[config.mk]
export PLATFORM = sky130hd
export DESIGN_NAME = lic_top
export DESIGN_NICKNAME = d
export VERILOG_FILES = /design/src/common/lic_pkg.sv /design/src/hdl/lic_flash_timer.sv /design/src/hdl/lic_top.sv
export SDC_FILE = /design/constraint.sdc
export NUM_CORES = 1
export LEC_CHECK = 0
export BUFFER_PORTS_ARGS = -buffer_cell sky130_fd_sc_hd__buf_4
export CORE_MARGIN = 2
export CORE_UTILIZATION = 45
export DETAILED_ROUTE_END_ITERATION = 10
export GPL_TIMING_DRIVEN = 1
export HOLD_SLACK_MARGIN = 0.03
export PLACE_DENSITY = 0.73
export SYNTH_ARGS = -nofsm -noshare
export SYNTH_HDL_FRONTEND = slang
export SYNTH_SLANG_ARGS = --single-unit
export TNS_END_PERCENT = 1
[constraint.sdc]
create_clock -name CLOCK_I -period 7.08 [get_ports CLOCK_I]
set_clock_uncertainty 0.05 [all_clocks]
set_input_delay 0.708 -clock CLOCK_I [delete_from_list [all_inputs] [get_ports CLOCK_I]]
set_output_delay 0.708 -clock CLOCK_I [all_outputs]
set_load 0.02 [all_outputs]
[src/common/lic_pkg.sv]
// Constants for the link indicator control block: register map,
// field positions, reset values, bus answers and flash timing.
// Assumes a 100 MHz core clock and a 32-bit AXI4-Lite register bus.
package lic_pkg;

	// Register byte addresses
	localparam logic [7:0]  CTRL_OFS    = 8'h18;      // Indicator control
	localparam logic [7:0]  CFG_OFS     = 8'h1C;      // Stretch configuration
	localparam logic [7:0]  STAT_OFS    = 8'h20;      // Indicator status
	localparam int          ADDR_W      = 8;

	// Control register fields
	localparam int          RATE_LSB    = 9;
	localparam int          POL_BIT     = 7;
	localparam int          OVR_BIT     = 4;
	localparam int          FORCE_BIT   = 1;
	localparam logic [15:0] CTRL_RESET  = 16'h0400;
	localparam logic [15:0] CTRL_WMASK  = 16'h0692;

	// Configuration register fields
	localparam int          BYPASS_BIT  = 7;
	localparam logic [15:0] CFG_RESET   = 16'h0000;
	localparam logic [15:0] CFG_WMASK   = 16'h0080;

	// Status register fields
	localparam int          ST_PIN_BIT  = 0;
	localparam int          ST_BUSY_BIT = 1;
	localparam int          ST_LINK_BIT = 2;

	// Bus answers
	localparam logic [1:0]  RESP_OKAY   = 2'h0;
	localparam logic [1:0]  RESP_SLVERR = 2'h2;

	// Flash timing
	localparam int unsigned CLK_PERIOD_NS = 10;
	localparam int unsigned MS_IN_NS      = 1000000;
	localparam int unsigned CYCLES_PER_MS = MS_IN_NS / CLK_PERIOD_NS;
	localparam logic [9:0]  FLASH_MS_0    = 10'h032;  // 50 ms
	localparam logic [9:0]  FLASH_MS_1    = 10'h064;  // 100 ms
	localparam logic [9:0]  FLASH_MS_2    = 10'h0C8;  // 200 ms
	localparam logic [9:0]  FLASH_MS_3    = 10'h1F4;  // 500 ms

	typedef enum logic [1:0] {FL_IDLE, FL_OFF, FL_ON} lic_flash_state_t;

	// Maps the rate field to a phase length in milliseconds
	function automatic logic [9:0] flash_ms(input logic [1:0] rate);
		case (rate)
			2'h0:    flash_ms = FLASH_MS_0;
			2'h1:    flash_ms = FLASH_MS_1;
			2'h2:    flash_ms = FLASH_MS_2;
			default: flash_ms = FLASH_MS_3;
		endcase
	endfunction : flash_ms

endpackage : lic_pkg

[src/hdl/lic_flash_timer.sv]
// Flash timer: one off phase then one on phase of the selected length.
// Assumes the trigger is synchronous to clk_i.
`timescale 1ns/1ps
module lic_flash_timer #(
	parameter int unsigned CYCLES_PER_MS = lic_pkg::CYCLES_PER_MS
) (
	input  wire logic       clk_i,
	input  wire logic       rst_n_i,
	input  wire logic [1:0] rate_i,
	input  wire logic       trigger_i,
	output logic            off_phase_o,
	output logic            busy_o
);
	import lic_pkg::*;

	lic_flash_state_t state_reg, state_next;
	logic [31:0]      cyc_reg, cyc_next;
	logic [9:0]       ms_reg, ms_next;
	logic [1:0]       rate_seen_reg, rate_seen_next;
	logic             ms_tick;
	logic             phase_done;

	// Millisecond tick and end of phase
	assign ms_tick    = (cyc_reg == 32'(CYCLES_PER_MS - 1));
	assign phase_done = ms_tick && (ms_reg == flash_ms(rate_i) - 10'h001);

	// Next state of the phase sequencer
	always_comb begin
		state_next     = state_reg;
		cyc_next       = cyc_reg;
		ms_next        = ms_reg;
		rate_seen_next = rate_i;
		if (state_reg != FL_IDLE) begin
			cyc_next = ms_tick ? 32'h0000_0000 : cyc_reg + 32'h0000_0001;
			if (ms_tick)
				ms_next = ms_reg + 10'h001;
		end
		case (state_reg)
			FL_IDLE: begin
				if (trigger_i) begin
					state_next = FL_OFF;
					cyc_next   = 32'h0000_0000;
					ms_next    = 10'h000;
				end
			end
			FL_OFF: begin
				if (phase_done) begin
					state_next = FL_ON;
					ms_next    = 10'h000;
				end
			end
			FL_ON: begin
				if (phase_done)
					state_next = FL_IDLE;
			end
			default: state_next = FL_IDLE;
		endcase
		// A new rate abandons the running flash
		if (rate_i != rate_seen_reg) begin
			state_next = FL_IDLE;
			cyc_next   = 32'h0000_0000;
			ms_next    = 10'h000;
		end
	end

	// Sequencer registers
	always_ff @(posedge clk_i or negedge rst_n_i) begin
		if (!rst_n_i) begin
			state_reg     <= FL_IDLE;
			cyc_reg       <= 32'h0000_0000;
			ms_reg        <= 10'h000;
			rate_seen_reg <= CTRL_RESET[RATE_LSB+1:RATE_LSB];
		end else begin
			state_reg     <= state_next;
			cyc_reg       <= cyc_next;
			ms_reg        <= ms_next;
			rate_seen_reg <= rate_seen_next;
		end
	end

	assign off_phase_o = (state_reg == FL_OFF);
	assign busy_o      = (state_reg != FL_IDLE);

endmodule : lic_flash_timer

[src/hdl/lic_top.sv]
// Link indicator control: AXI4-Lite register slave, polarity strap,
// override and pulse stretching for the first indicator pin.
// Assumes all inputs are synchronous to CLOCK_I and one master.
//
// The implementer's own choice: the AXI4-Lite register port.
`timescale 1ns/1ps
// Behaviour
// Rate field picks 50/100/200/500 ms, reset 2
// Polarity from strap, then bit 7 overrides
// Bit 4 set forces pin to bit 1
// Forced level bit 1, reset zero
// Stretch pulses unless bypass bit is one
// Cycle counter times phases, restarts on rate change
module lic_top #(
	parameter int unsigned CYCLES_PER_MS = lic_pkg::CYCLES_PER_MS
) (
	input  wire logic                     CLOCK_I,
	input  wire logic                     RST_N_I,
	input  wire logic [lic_pkg::ADDR_W-1:0] AWADDR_I,
	input  wire logic                     AWVALID_I,
	output logic                          AWREADY_O,
	input  wire logic [31:0]              WDATA_I,
	input  wire logic [3:0]               WSTRB_I,
	input  wire logic                     WVALID_I,
	output logic                          WREADY_O,
	output logic [1:0]                    BRESP_O,
	output logic                          BVALID_O,
	input  wire logic                     BREADY_I,
	input  wire logic [lic_pkg::ADDR_W-1:0] ARADDR_I,
	input  wire logic                     ARVALID_I,
	output logic                          ARREADY_O,
	output logic [31:0]                   RDATA_O,
	output logic [1:0]                    RRESP_O,
	output logic                          RVALID_O,
	input  wire logic                     RREADY_I,
	input  wire logic                     LINK_I,
	input  wire logic                     ACTIVITY_I,
	input  wire logic                     POLARITY_STRAP_I,
	output logic                          FIRST_INDICATOR_PIN_O
);
	import lic_pkg::*;

	// Write channel state
	logic              awready_reg, awready_next;
	logic              wready_reg, wready_next;
	logic              aw_have_reg, aw_have_next;
	logic              w_have_reg, w_have_next;
	logic [ADDR_W-1:0] aw_addr_reg, aw_addr_next;
	logic [15:0]       w_data_reg, w_data_next;
	logic [1:0]        w_strb_reg, w_strb_next;
	logic              bvalid_reg, bvalid_next;
	logic [1:0]        bresp_reg, bresp_next;

	// Read channel state
	logic              arready_reg, arready_next;
	logic              rvalid_reg, rvalid_next;
	logic [31:0]       rdata_reg, rdata_next;
	logic [1:0]        rresp_reg, rresp_next;

	// Register file and indicator state
	logic [15:0]       ctrl_reg, ctrl_next;
	logic [15:0]       cfg_reg, cfg_next;
	logic              strap_done_reg, strap_done_next;
	logic              pin_reg, pin_next;
	logic [15:0]       wmask;
	logic              flash_off;
	logic              flash_busy;
	logic              level_raw;
	logic              level_str;
	logic              level;

	// Address decode shared by the write and read paths
	function automatic logic is_mapped(input logic [ADDR_W-1:0] addr);
		is_mapped = (addr == CTRL_OFS) || (addr == CFG_OFS) || (addr == STAT_OFS);
	endfunction : is_mapped

	// Flash timer for stretched activity
	lic_flash_timer #(
		.CYCLES_PER_MS (CYCLES_PER_MS)
	) i_lic_flash_timer (
		.clk_i       (CLOCK_I),
		.rst_n_i     (RST_N_I),
		.rate_i      (ctrl_reg[RATE_LSB+1:RATE_LSB]),
		.trigger_i   (LINK_I & ACTIVITY_I),
		.off_phase_o (flash_off),
		.busy_o      (flash_busy)
	);

	// Bit mask for byte lanes 0 and 1 from the write strobes
	assign wmask = {{8{w_strb_reg[1]}}, {8{w_strb_reg[0]}}};

	// Write path and register updates
	always_comb begin
		aw_have_next    = aw_have_reg;
		aw_addr_next    = aw_addr_reg;
		w_have_next     = w_have_reg;
		w_data_next     = w_data_reg;
		w_strb_next     = w_strb_reg;
		bvalid_next     = bvalid_reg;
		bresp_next      = bresp_reg;
		ctrl_next       = ctrl_reg;
		cfg_next        = cfg_reg;
		strap_done_next = 1'b1;
		// Strap is caught once, on the first edge after reset release
		if (!strap_done_reg)
			ctrl_next[POL_BIT] = POLARITY_STRAP_I;
		if (AWVALID_I && awready_reg) begin
			aw_have_next = 1'b1;
			aw_addr_next = AWADDR_I;
		end
		if (WVALID_I && wready_reg) begin
			w_have_next = 1'b1;
			w_data_next = WDATA_I[15:0];
			w_strb_next = WSTRB_I[1:0];
		end
		if (bvalid_reg && BREADY_I)
			bvalid_next = 1'b0;
		// Commit once address and data are both held
		if (aw_have_reg && w_have_reg && !bvalid_reg) begin
			aw_have_next = 1'b0;
			w_have_next  = 1'b0;
			bvalid_next  = 1'b1;
			bresp_next   = is_mapped(aw_addr_reg) ? RESP_OKAY : RESP_SLVERR;
			if (aw_addr_reg == CTRL_OFS) begin
				// Rate, polarity override, override enable, forced level
				ctrl_next = (ctrl_reg & ~(CTRL_WMASK & wmask))
					| (w_data_reg & CTRL_WMASK & wmask);
			end else if (aw_addr_reg == CFG_OFS) begin
				cfg_next = (cfg_reg & ~(CFG_WMASK & wmask))
					| (w_data_reg & CFG_WMASK & wmask);
			end
		end
		awready_next = !aw_have_next && !bvalid_next;
		wready_next  = !w_have_next && !bvalid_next;
	end

	// Read path: one-cycle answer
	always_comb begin
		rvalid_next = rvalid_reg;
		rdata_next  = rdata_reg;
		rresp_next  = rresp_reg;
		if (rvalid_reg && RREADY_I)
			rvalid_next = 1'b0;
		if (ARVALID_I && arready_reg) begin
			rvalid_next = 1'b1;
			rresp_next  = is_mapped(ARADDR_I) ? RESP_OKAY : RESP_SLVERR;
			case (ARADDR_I)
				CTRL_OFS: rdata_next = {16'h0000, ctrl_reg};
				CFG_OFS:  rdata_next = {16'h0000, cfg_reg};
				STAT_OFS: begin
					rdata_next              = 32'h0000_0000;
					rdata_next[ST_PIN_BIT]  = pin_reg;
					rdata_next[ST_BUSY_BIT] = flash_busy;
					rdata_next[ST_LINK_BIT] = LINK_I;
				end
				default:  rdata_next = 32'h0000_0000;
			endcase
		end
		arready_next = !rvalid_next;
	end

	// Indicator level: activity blanks the link lamp
	assign level_raw = LINK_I & ~ACTIVITY_I;
	assign level_str = LINK_I & ~flash_off;

	// Pin drive: override, then polarity, then stretch choice
	always_comb begin
		level = cfg_reg[BYPASS_BIT] ? level_raw : level_str;
		if (ctrl_reg[OVR_BIT])
			pin_next = ctrl_reg[FORCE_BIT];
		else
			pin_next = ctrl_reg[POL_BIT] ? level : ~level;
	end

	// All state registers
	always_ff @(posedge CLOCK_I or negedge RST_N_I) begin
		if (!RST_N_I) begin
			awready_reg    <= 1'b0;
			wready_reg     <= 1'b0;
			aw_have_reg    <= 1'b0;
			w_have_reg     <= 1'b0;
			aw_addr_reg    <= '0;
			w_data_reg     <= 16'h0000;
			w_strb_reg     <= 2'h0;
			bvalid_reg     <= 1'b0;
			bresp_reg      <= RESP_OKAY;
			arready_reg    <= 1'b0;
			rvalid_reg     <= 1'b0;
			rdata_reg      <= 32'h0000_0000;
			rresp_reg      <= RESP_OKAY;
			ctrl_reg       <= CTRL_RESET;
			cfg_reg        <= CFG_RESET;
			strap_done_reg <= 1'b0;
			pin_reg        <= 1'b0;
		end else begin
			awready_reg    <= awready_next;
			wready_reg     <= wready_next;
			aw_have_reg    <= aw_have_next;
			w_have_reg     <= w_have_next;
			aw_addr_reg    <= aw_addr_next;
			w_data_reg     <= w_data_next;
			w_strb_reg     <= w_strb_next;
			bvalid_reg     <= bvalid_next;
			bresp_reg      <= bresp_next;
			arready_reg    <= arready_next;
			rvalid_reg     <= rvalid_next;
			rdata_reg      <= rdata_next;
			rresp_reg      <= rresp_next;
			ctrl_reg       <= ctrl_next;
			cfg_reg        <= cfg_next;
			strap_done_reg <= strap_done_next;
			pin_reg        <= pin_next;
		end
	end

	// Outputs straight from flip-flops
	assign AWREADY_O             = awready_reg;
	assign WREADY_O              = wready_reg;
	assign BVALID_O              = bvalid_reg;
	assign BRESP_O               = bresp_reg;
	assign ARREADY_O             = arready_reg;
	assign RVALID_O              = rvalid_reg;
	assign RDATA_O               = rdata_reg;
	assign RRESP_O               = rresp_reg;
	assign FIRST_INDICATOR_PIN_O = pin_reg;

endmodule : lic_top

==> impl_metrics.env, run 1 <==
export IMPL_status="complete, no violations"
export IMPL_power_mw=1.36
export IMPL_row_count=36
export IMPL_cts_path_max_buffers=2
export IMPL_tritoncts="done"
export IMPL_start_util=0.460
export IMPL_clockPowerShare=0.259
export IMPL_largest_reg_flops=32
export IMPL_p_int_mw=0.905
export IMPL_synth_edf_count=0
export IMPL_dp_hpwl_um=6170
export IMPL_grt_start_max_net_pins=86
export IMPL_insertion_delay_ns=0.37
export IMPL_avgViaCountPerCell=5.30
export IMPL_cts_buffers=9
export IMPL_grt_first_pass_wirelength_um=14900
export IMPL_period_minus_slack_ns=2.76
export IMPL_hold_viol=0
export IMPL_comb_power_share=0.253
export IMPL_hp_class="reg -> reg"
export IMPL_fp_coreArea_sq_um=9680
export IMPL_holdBufCountCts=0
export IMPL_regToRegSetupSlack_ns=4.32
export IMPL_clkSinkCount=85
export IMPL_max_vdd_ir_drop_uv=207
export IMPL_min_to="i_lic_flash_timer.rate_seen_reg[1]"
export IMPL_antenna_left=0
export IMPL_post_drt_wl_per_cell_um=13.9
export IMPL_hold_path_depth=0
export IMPL_worst_path_max_delay_cell="or2_2"
export IMPL_cp_required_ns=7.26
export IMPL_ios=104
export IMPL_worstRegToRegCells=5
export IMPL_dp_cells=606
export IMPL_fillers=879
export IMPL_cts_htree_levels=3
export IMPL_cap_viol_max_count=0
export IMPL_ys_types=46
export IMPL_worstReg2RegStart="i_lic_flash_timer.cyc_reg[29]"
export IMPL_p_leak_nw=2.26
export IMPL_synth_async_sr_flop_share=1.00
export IMPL_syn_to_final_growth_pct=12.7
export IMPL_path_max_fanout=30
export IMPL_dpl_cell_area_sq_um=4820
export IMPL_cts_repair_resized=0
export IMPL_postRouteWirelength_um=8660
export IMPL_cp_cell_sequence="nor4_1 > nand4_1 > nor3_1 > or2_2 > nor2_1"
export IMPL_io_buffers=47
export IMPL_fin_setup_tns_ns=0
export IMPL_fin_area_sq_um=5020
export IMPL_fp_dieH_um=104
export IMPL_synth_seq_area_share=0.478
export IMPL_fin_nets=555
export IMPL_syn_area_sq_um=4460
export IMPL_finalSetupViolCount=0
export IMPL_die_w_um=104
export IMPL_syn_inst=439
export IMPL_crit_path_end_kind="register"
export IMPL_ys_warnings_count=0
export IMPL_antenna_found_initial=0
export IMPL_gp_congestion=0.841
export IMPL_swShare=0.335
export IMPL_relSlewSlack=0.311
export IMPL_timing_hold_ws_ns=0.378
export IMPL_drtIter0Drc=145
export IMPL_ys_seq_elements=85
export IMPL_drive_gt1_frac=0.188
export IMPL_reg2reg_to="i_lic_flash_timer.cyc_reg[21]"
export IMPL_syn_mean_instance_area_sq_um=10.2
export IMPL_vias=3297
export IMPL_drc=0
export IMPL_cp_start_kind="register"
export IMPL_setup_worst_path_class="reg -> reg"
export IMPL_cp_slowest_stage_delay_ns=0.56
export IMPL_grt_setup_unrepaired="false"
export IMPL_grt_util_all_layers=0.170
export IMPL_clkTransAtPathRegs_ns=0.09
export IMPL_grt_pass1_vias=3180
export IMPL_synth_main_ff_cell="dfrtp_1"
export IMPL_worstMarginPinSlew_ns=1.03
export IMPL_pwr_share_seq=0.488
export IMPL_power_switching_mw=0.456
export IMPL_cts_post_setup_buffers_inserted=0
export IMPL_fin_cells=622
export IMPL_cts_root_buf="clkbuf_8"
export IMPL_layout_worst_path_cycle_share=0.390
export IMPL_die_area_sq_um=10700
export IMPL_globalRouteOverflowTotal=0
export IMPL_slew_viol_final=0
export IMPL_drt_pass1_iterations=4
export IMPL_max_freq_mhz=362
export IMPL_arrival_ns=2.95
export IMPL_antennaDiodeCount=0
export IMPL_p_per_area_nw_per_um2=271
[power groups by stage]
stage / Sequential, mW / Combinational (mW) / Clock [mW]
2_1_floorplan: 0.661 / 0.262 / 0
3_3_place_gp: 0.669 / 0.333 / 0
3_5_place_dp: 0.673 / 0.350 / 0
4_1_cts: 0.664 / 0.350 / 0.361
5_1_grt: 0.679 / 0.387 / 0.383
6_report: 0.664 / 0.344 / 0.353
[cell type report]
type | instances | area (sq um) | area share
inverter | 8 | 30.0 | 0.00598
clock buffer | 11 | 141 | 0.0281
clock inverter | 5 | 61.3 | 0.0122
timing repair buffer | 47 | 353 | 0.0702
multi-input combinational | 333 | 2140 | 0.426
tap | 133 | 166 | 0.0331
sequential | 85 | 2130 | 0.424
[how the worst max path moves through the flow]
stage | startpoint | end | slack, ns | cells past startpoint
detailed placement | i_lic_flash_timer.cyc_reg[0] | i_lic_flash_timer.cyc_reg[21] | 4.35 | 6
CTS | i_lic_flash_timer.cyc_reg[0] | i_lic_flash_timer.cyc_reg[21] | 4.33 | 6
global route | register | i_lic_flash_timer.ms_reg[3] | 4.05 | 7
floorplan | register | i_lic_flash_timer.state_reg[1] | 4.76 | 7
global placement | register | i_lic_flash_timer.ms_reg[2] | 4.46 | 7
finish | i_lic_flash_timer.cyc_reg[29] | i_lic_flash_timer.cyc_reg[21] | 4.32 | 5
[per-layer routing]
metal | vias to the layer above | share of wire | track usage
met1 | 1620 | 0.45 | 0.216
met4 | 0 | 0.018 | 0.0705
met5 | - | 0 | 0
li1 | 1605 | - | -
met3 | 11 | 0.036 | 0.0447
met2 | 61 | 0.50 | 0.277
[metrics by stage]
| step | worst slack, ns | util |
|---|---|---|
| after floorplan | 4.76 | - |
| after global placement | 4.46 | 0.498 |
| after detailed placement | 4.35 | 0.498 |
| after CTS | 4.33 | 0.519 |
| after global routing | 4.05 | 0.519 |
| final | 4.32 | 0.519 |
[cell usage in the layout, fill, tap and decap left out, drive strengths merged, types with 2 or more instances in the layout]
cell    count
dfrtp      83
buf        47
nor2       36
nand2      34
conb       28
xnor2      23
mux2       20
nand3      19
nor3       19
nand4      18
xor2       17
nor4       17
o21ai      15
a21oi      13
clkbuf     11
ha          9
inv         8
or3         8
nor4b       7
and3        5
mux2i       4
or4         4
clkinv      4
or2         3
o211ai      3
o211a       3
and4        3
nor2b       3
a22o        3
nor3b       2
nand4b      2
and2        2
nand3b      2
o311ai      2
dfstp       2
[cell usage after synthesis, types with 4 or more instances]
cell / instances / area [sq um]
a21oi_1: 13 / 65.1
and3_1: 5 / 31.3
buf_2: 5 / 25.0
buf_4: 27 / 203
clkbuf_1: 7 / 26.3
dfrtp_1: 83 / 2080
ha_1: 9 / 113
inv_1: 8 / 30.0
mux2_2: 20 / 225
mux2i_1: 4 / 40.0
nand2_1: 34 / 128
nand3_1: 19 / 95.1
nand4_1: 18 / 113
nor2_1: 36 / 135
nor3_1: 19 / 95.1
nor4_1: 16 / 100
nor4b_1: 6 / 52.6
o21ai_0: 15 / 75.1
or3_1: 8 / 50.1
or4_1: 4 / 30.0
xnor2_1: 23 / 201
xor2_1: 17 / 149
[worst max-delay path: cells and delay by family, from the launching register on]
family           cells  cell delay (ns)
and+or+nand+nor      5             2.14
DFF                  1             0.42
[logic make-up after synthesis]
group / Yosys count / synth area share
simple gates: 188 / 0.230
other cells: 2 / 0.00168
mux: 24 / 0.0595
flops: 85 / 0.478
fa+ha+maj: 9 / 0.0253
xor+xnor: 40 / 0.0786
compound gates: 44 / 0.0632
buf+inv: 47 / 0.0637
Power figures use the tool's default switching activity.
==> run 2: changes to the inputs <==
Clock period 7.08 ns to 2.6 ns, I/O delays scaled along.
==> run 2 against run 1 <==
Net effect:
- the flow now finishes with violations (negative hold slack)
- combinational power rose to 3.0 times the previous value
- clock power rose to 2.5 times the previous value
- power rose to 2.7 times the previous value
- hold slack got worse by 0.38 ns
- setup slack got worse by 4.2 ns
- first-iteration DRC count rose by 54%
==> impl_metrics.env, run 2 (synthesis results as in run 1) <==
export IMPL_worstRegToRegCells=5
export IMPL_cts_root_buf="clkbuf_8"
export IMPL_antenna_left=0
export IMPL_drtIter0Drc=223
export IMPL_cp_slowest_stage_delay_ns=0.70
export IMPL_p_int_mw=2.42
export IMPL_violations="negative hold slack"
export IMPL_postRouteWirelength_um=8850
export IMPL_swShare=0.350
export IMPL_setup_worst_path_class="reg -> reg"
export IMPL_antennaDiodeCount=0
export IMPL_layout_common_cells="dfrtp_1, buf_4, nor2_1"
export IMPL_cp_required_ns=2.85
export IMPL_cap_viol_max_count=0
export IMPL_wl_met2_um=4300
export IMPL_largest_reg_flops=32
export IMPL_finalSetupViolCount=0
export IMPL_start_util=0.460
export IMPL_layout_worst_path_cycle_share=0.950
export IMPL_relSlewSlack=0.294
export IMPL_hold_viol=7
export IMPL_pwr_share_seq=0.482
export IMPL_power_mw=3.73
export IMPL_clockPowerShare=0.240
export IMPL_grt_util_all_layers=0.176
export IMPL_drc=0
export IMPL_fin_area_sq_um=5130
export IMPL_row_count=36
export IMPL_insertion_delay_ns=0.37
export IMPL_io_buffers=47
export IMPL_cp_start_kind="register"
export IMPL_power_switching_mw=1.31
export IMPL_final_common_cell="dfrtp_1"
export IMPL_drt_pass1_iterations=5
export IMPL_post_drt_wl_per_cell_um=13.9
export IMPL_status="finished with violations"
export IMPL_crit_path_end_kind="register"
export IMPL_p_leak_nw=2.32
export IMPL_worstReg2RegStart="i_lic_flash_timer.cyc_reg[28]"
export IMPL_cts_post_setup_buffers_inserted=0
export IMPL_tritoncts="done"
export IMPL_fin_nets=569
export IMPL_path_max_fanout=6
export IMPL_timing_hold_ws_ns=-0.00577
export IMPL_antenna_found_initial=0
export IMPL_fp_dieH_um=104
export IMPL_cp_common_cell="or4_1"
export IMPL_worstMarginPinSlew_ns=1.06
export IMPL_regToRegSetupSlack_ns=0.13
export IMPL_fin_setup_tns_ns=0
export IMPL_clkTransAtPathRegs_ns=0.09
export IMPL_worst_path_max_delay_cell="or4_1"
export IMPL_wl_met1_um=4040
export IMPL_hp_class="in -> async"
export IMPL_p_per_area_nw_per_um2=727
export IMPL_grt_pass1_vias=3374
export IMPL_arrival_ns=2.72
export IMPL_syn_to_final_growth_pct=15.1
export IMPL_fp_coreArea_sq_um=9680
export IMPL_cts_buffers=9
export IMPL_grt_start_max_net_pins=86
export IMPL_dr_wl_met3_um=375
export IMPL_vias=3340
export IMPL_period_minus_slack_ns=2.47
export IMPL_cts_path_max_buffers=2
export IMPL_max_vdd_ir_drop_uv=551
export IMPL_globalRouteOverflowTotal=0
export IMPL_grt_setup_unrepaired="false"
export IMPL_reg2reg_to="i_lic_flash_timer.state_reg[1]"
export IMPL_max_freq_mhz=405
export IMPL_slew_viol_final=0
export IMPL_ios=104
export IMPL_top_layer_used="met4"
export IMPL_gp_congestion=0.875
export IMPL_die_area_sq_um=10700
export IMPL_drive_gt1_frac=0.211
export IMPL_dpl_cell_area_sq_um=4930
export IMPL_clkSinkCount=85
export IMPL_grt_first_pass_wirelength_um=15600
export IMPL_cp_cell_sequence="nor4_1 > nand4_1 > or4_1 > or4_1 > a21oi_1"
export IMPL_comb_power_share=0.278
export IMPL_cts_htree_levels=3
export IMPL_dp_hpwl_um=6210
export IMPL_avgViaCountPerCell=5.25
export IMPL_die_w_um=104
==> run 2: power by group through the flow <==
stage,combinational (mW),clock (mW),sequential [mW]
6_report,1.04,0.895,1.80
5_1_grt,1.15,0.987,1.84
4_1_cts,1.05,0.922,1.80
3_5_place_dp,1.04,0,1.82
3_3_place_gp,1.01,0,1.80
2_1_floorplan,0.715,0,1.80
==> run 2: area by class of cell <==
class / count / area (sq um)
clock buffer: 10 / 128
clock inverter: 6 / 56.3
fill: 880 / 4550
inverter: 8 / 30.0
multi-input combinational: 333 / 2150
sequential: 85 / 2130
tap: 133 / 166
timing repair buffer: 61 / 473
==> run 2: worst max path at each step <==
stage / depth (start not counted) / slack (ns) / end / start
floorplan: 7 / 0.28 / i_lic_flash_timer.state_reg[1] / register
global placement: 7 / 0.18 / i_lic_flash_timer.state_reg[1] / register
detailed placement: 7 / 0.14 / i_lic_flash_timer.state_reg[1] / register
CTS: 7 / 0.10 / i_lic_flash_timer.state_reg[1] / register
global route: 7 / 0.004 / i_lic_flash_timer.state_reg[1] / register
finish: 5 / 0.13 / i_lic_flash_timer.state_reg[1] / i_lic_flash_timer.cyc_reg[28]
==> run 2: critical path: cells and delay by family (launching register included) <==
family	cells	cell delay, ns
flops	1	0.44
compound gates	1	0.15
simple gates	4	1.77
==> run 2: metal layers <==
metal | vias to the layer above | GRT usage
met5 | - | 0
met4 | 0 | 0.0714
met3 | 10 | 0.0378
met2 | 73 | 0.289
met1 | 1623 | 0.229
li1 | 1634 | -
==> run 2: repair_timing <==
action                                  in CTS  in global routing
endpoints found under the setup margin       0                  1
resized for setup                            0                  1
endpoints found under the hold margin        1                  0
hold buffers                                 1                  0
==> run 2: through the flow <==
stage               worst slack (ns)   util  cells
finish                         0.130  0.530    636
global route                 0.00396  0.530    636
CTS                            0.104  0.529    636
detailed placement             0.139  0.509    619
global placement               0.185  0.509    619
floorplan                      0.280      -    465
==> run 3: changes to the inputs <==
Settings changed: BUFFER_PORTS_ARGS -buffer_cell sky130_fd_sc_hd__buf_4 to -buffer_cell sky130_fd_sc_hd__buf_2, PLACE_DENSITY 0.73 to default, PLACE_DENSITY_LB_ADDON from default to 0.05.
==> run 3 against run 2 <==
Net effect:
- the flow now finishes without violations
- cell area is 1.0% lower
- die area unchanged
- utilization is 0.56 points lower
- combinational power about the same
- first-iteration DRC count shrank 52%
- setup slack gained 0.066 ns
- global-route usage up 0.71 points
- final cell count grew 0.47%
- fmax increased by 2.7%
- critical endpoint unchanged
- largest cell class unchanged
==> impl_metrics.env, run 3 (synthesis results as in run 1) <==
export IMPL_row_count=36
export IMPL_period_minus_slack_ns=2.40
export IMPL_tritoncts="done"
export IMPL_gp_congestion=0.799
export IMPL_final_common_cell="dfrtp_1"
export IMPL_path_max_fanout=8
export IMPL_dp_slack_ns=0.105
export IMPL_seq_area_sq_um=2130
export IMPL_cp_required_ns=2.84
export IMPL_layout_worst_path_cycle_share=0.925
export IMPL_clockPowerShare=0.256
export IMPL_fillers=898
export IMPL_grt_util_all_layers=0.184
export IMPL_grt_start_max_net_pins=47
export IMPL_drive_gt1_frac=0.219
export IMPL_p_leak_nw=2.31
export IMPL_drc=0
export IMPL_power_switching_mw=1.28
export IMPL_largest_reg_flops=32
export IMPL_worst_path_max_delay_cell="dfstp_2"
export IMPL_p_per_area_nw_per_um2=745
export IMPL_finalWorstSetupSlack_ns=0.196
export IMPL_worstMarginPinSlew_ns=0.634
export IMPL_postRouteWirelength_um=9250
export IMPL_drt_pass1_iterations=4
export IMPL_clkTransAtPathRegs_ns=0.09
export IMPL_dp_hpwl_um=6610
export IMPL_cts_root_buf="clkbuf_8"
export IMPL_io_buffers=47
export IMPL_dpl_cell_area_sq_um=4850
export IMPL_cts_path_max_buffers=2
export IMPL_antenna_left=0
export IMPL_fin_nets=572
export IMPL_antenna_found_initial=0
export IMPL_comb_power_share=0.269
export IMPL_drtIter0Drc=108
export IMPL_slew_viol_final=0
export IMPL_fin_area_sq_um=5080
export IMPL_arrival_ns=2.64
export IMPL_cp_start_kind="register"
export IMPL_die_area_sq_um=10700
export IMPL_avgViaCountPerCell=5.21
export IMPL_clkSinkCount=85
export IMPL_fp_coreArea_sq_um=9680
export IMPL_crit_path_end_kind="register"
export IMPL_antennaDiodeCount=0
export IMPL_setup_worst_path_class="reg -> reg"
export IMPL_multiInputGateArea_sq_um=2160
export IMPL_die_w_um=104
export IMPL_cts_buffers=9
export IMPL_cp_slowest_stage_delay_ns=0.62
export IMPL_cts_htree_levels=3
export IMPL_vias=3331
export IMPL_p_int_mw=2.50
export IMPL_start_util=0.460
export IMPL_globalRouteOverflowTotal=0
export IMPL_hp_class="in -> reg"
export IMPL_pwr_share_seq=0.475
export IMPL_relSlewSlack=0.574
export IMPL_max_vdd_ir_drop_uv=483
export IMPL_fp_dieH_um=104
export IMPL_fin_setup_tns_ns=0
export IMPL_syn_to_final_growth_pct=13.9
export IMPL_layout_common_cells="dfrtp_1, buf_2, nor2_1"
export IMPL_swShare=0.338
export IMPL_finalSetupViolCount=0
export IMPL_ios=104
export IMPL_cp_cell_sequence="inv_1 > ha_1 > or3_1 > o21ai_1 > o2111ai_2 > or4_1 > a21oi_1"
export IMPL_grt_setup_unrepaired="false"
export IMPL_insertion_delay_ns=0.37
export IMPL_grt_first_pass_wirelength_um=15900
export IMPL_max_freq_mhz=416
export IMPL_cap_viol_max_count=0
export IMPL_status="complete, no violations"
export IMPL_post_drt_wl_per_cell_um=14.5
export IMPL_timing_hold_ws_ns=0.0668
export IMPL_grt_pass1_vias=3222
export IMPL_hold_viol=0
[run 3: power by group through the flow]
stage                     Combinational (mW)  Clock, mW  Sequential [mW]
after floorplan                        0.715          0             1.80
after global placement                 0.998          0             1.82
after detailed placement                1.02          0             1.82
after CTS                               1.03       1.00             1.80
after global routing                    1.14       1.06             1.84
final                                   1.02      0.970             1.80
[run 3: path summary, 6_finish.rpt]
path / startpoint / to / slack, ns / cells after the start
worst max-delay path: register / i_lic_flash_timer.state_reg[1] / 0.20 / 7
worst min register to register: register / i_lic_flash_timer.rate_seen_reg[1] / 0.38 / 0
max in group asynchronous: RST_N_I / i_lic_flash_timer.rate_seen_reg[1] / 1.43 / 3
worst max register to register: register / i_lic_flash_timer.state_reg[1] / 0.20 / 7
min in group asynchronous: RST_N_I / aw_have_reg / 0.42 / 2
worst min-delay path: AWADDR_I[5] / aw_addr_reg[5] / 0.07 / 2
[run 3: worst max-delay path, delay by kind of cell, from the launching register on]
kind                       cells  cell delay, ns
DFF                            1            0.62
AOI/OAI and AO/OA              3            0.52
adders and majority gates      1            0.18
and+or+nand+nor                2            0.86
buffers and inverters          1            0.11
[run 3: routing by layer]
layer	wire length [um]	part of all wire	track usage
met5	0	0	0
met4	144	0.016	0.0676
met3	286	0.031	0.0428
met2	4270	0.46	0.282
met1	4550	0.49	0.255
[run 3: area by class of cell]
type,count,share of cell area
multi-input combinational,333,0.425
clock buffer,12,0.0286
tap,133,0.0328
sequential,85,0.420
inverter,8,0.00591
timing repair buffer,64,0.0774
clock inverter,4,0.0108
[run 3: through the flow]
stage,utilization,power [mW],std cells
final,0.524,3.78,639
after global routing,0.524,4.04,639
after CTS,0.523,3.83,639
after detailed placement,0.501,2.84,622
after global placement,0.501,2.81,622
after floorplan,-,2.51,465
[run 3: what timing repair did]
| action | in CTS | in global routing |
|---|---|---|
| hold endpoints to repair | 43 | 0 |
| gates resized for setup | 0 | 6 |
| buffers inserted | 0 | 0 |
| setup endpoints to repair | 0 | 12 |
| hold buffers | 1 | 0 |
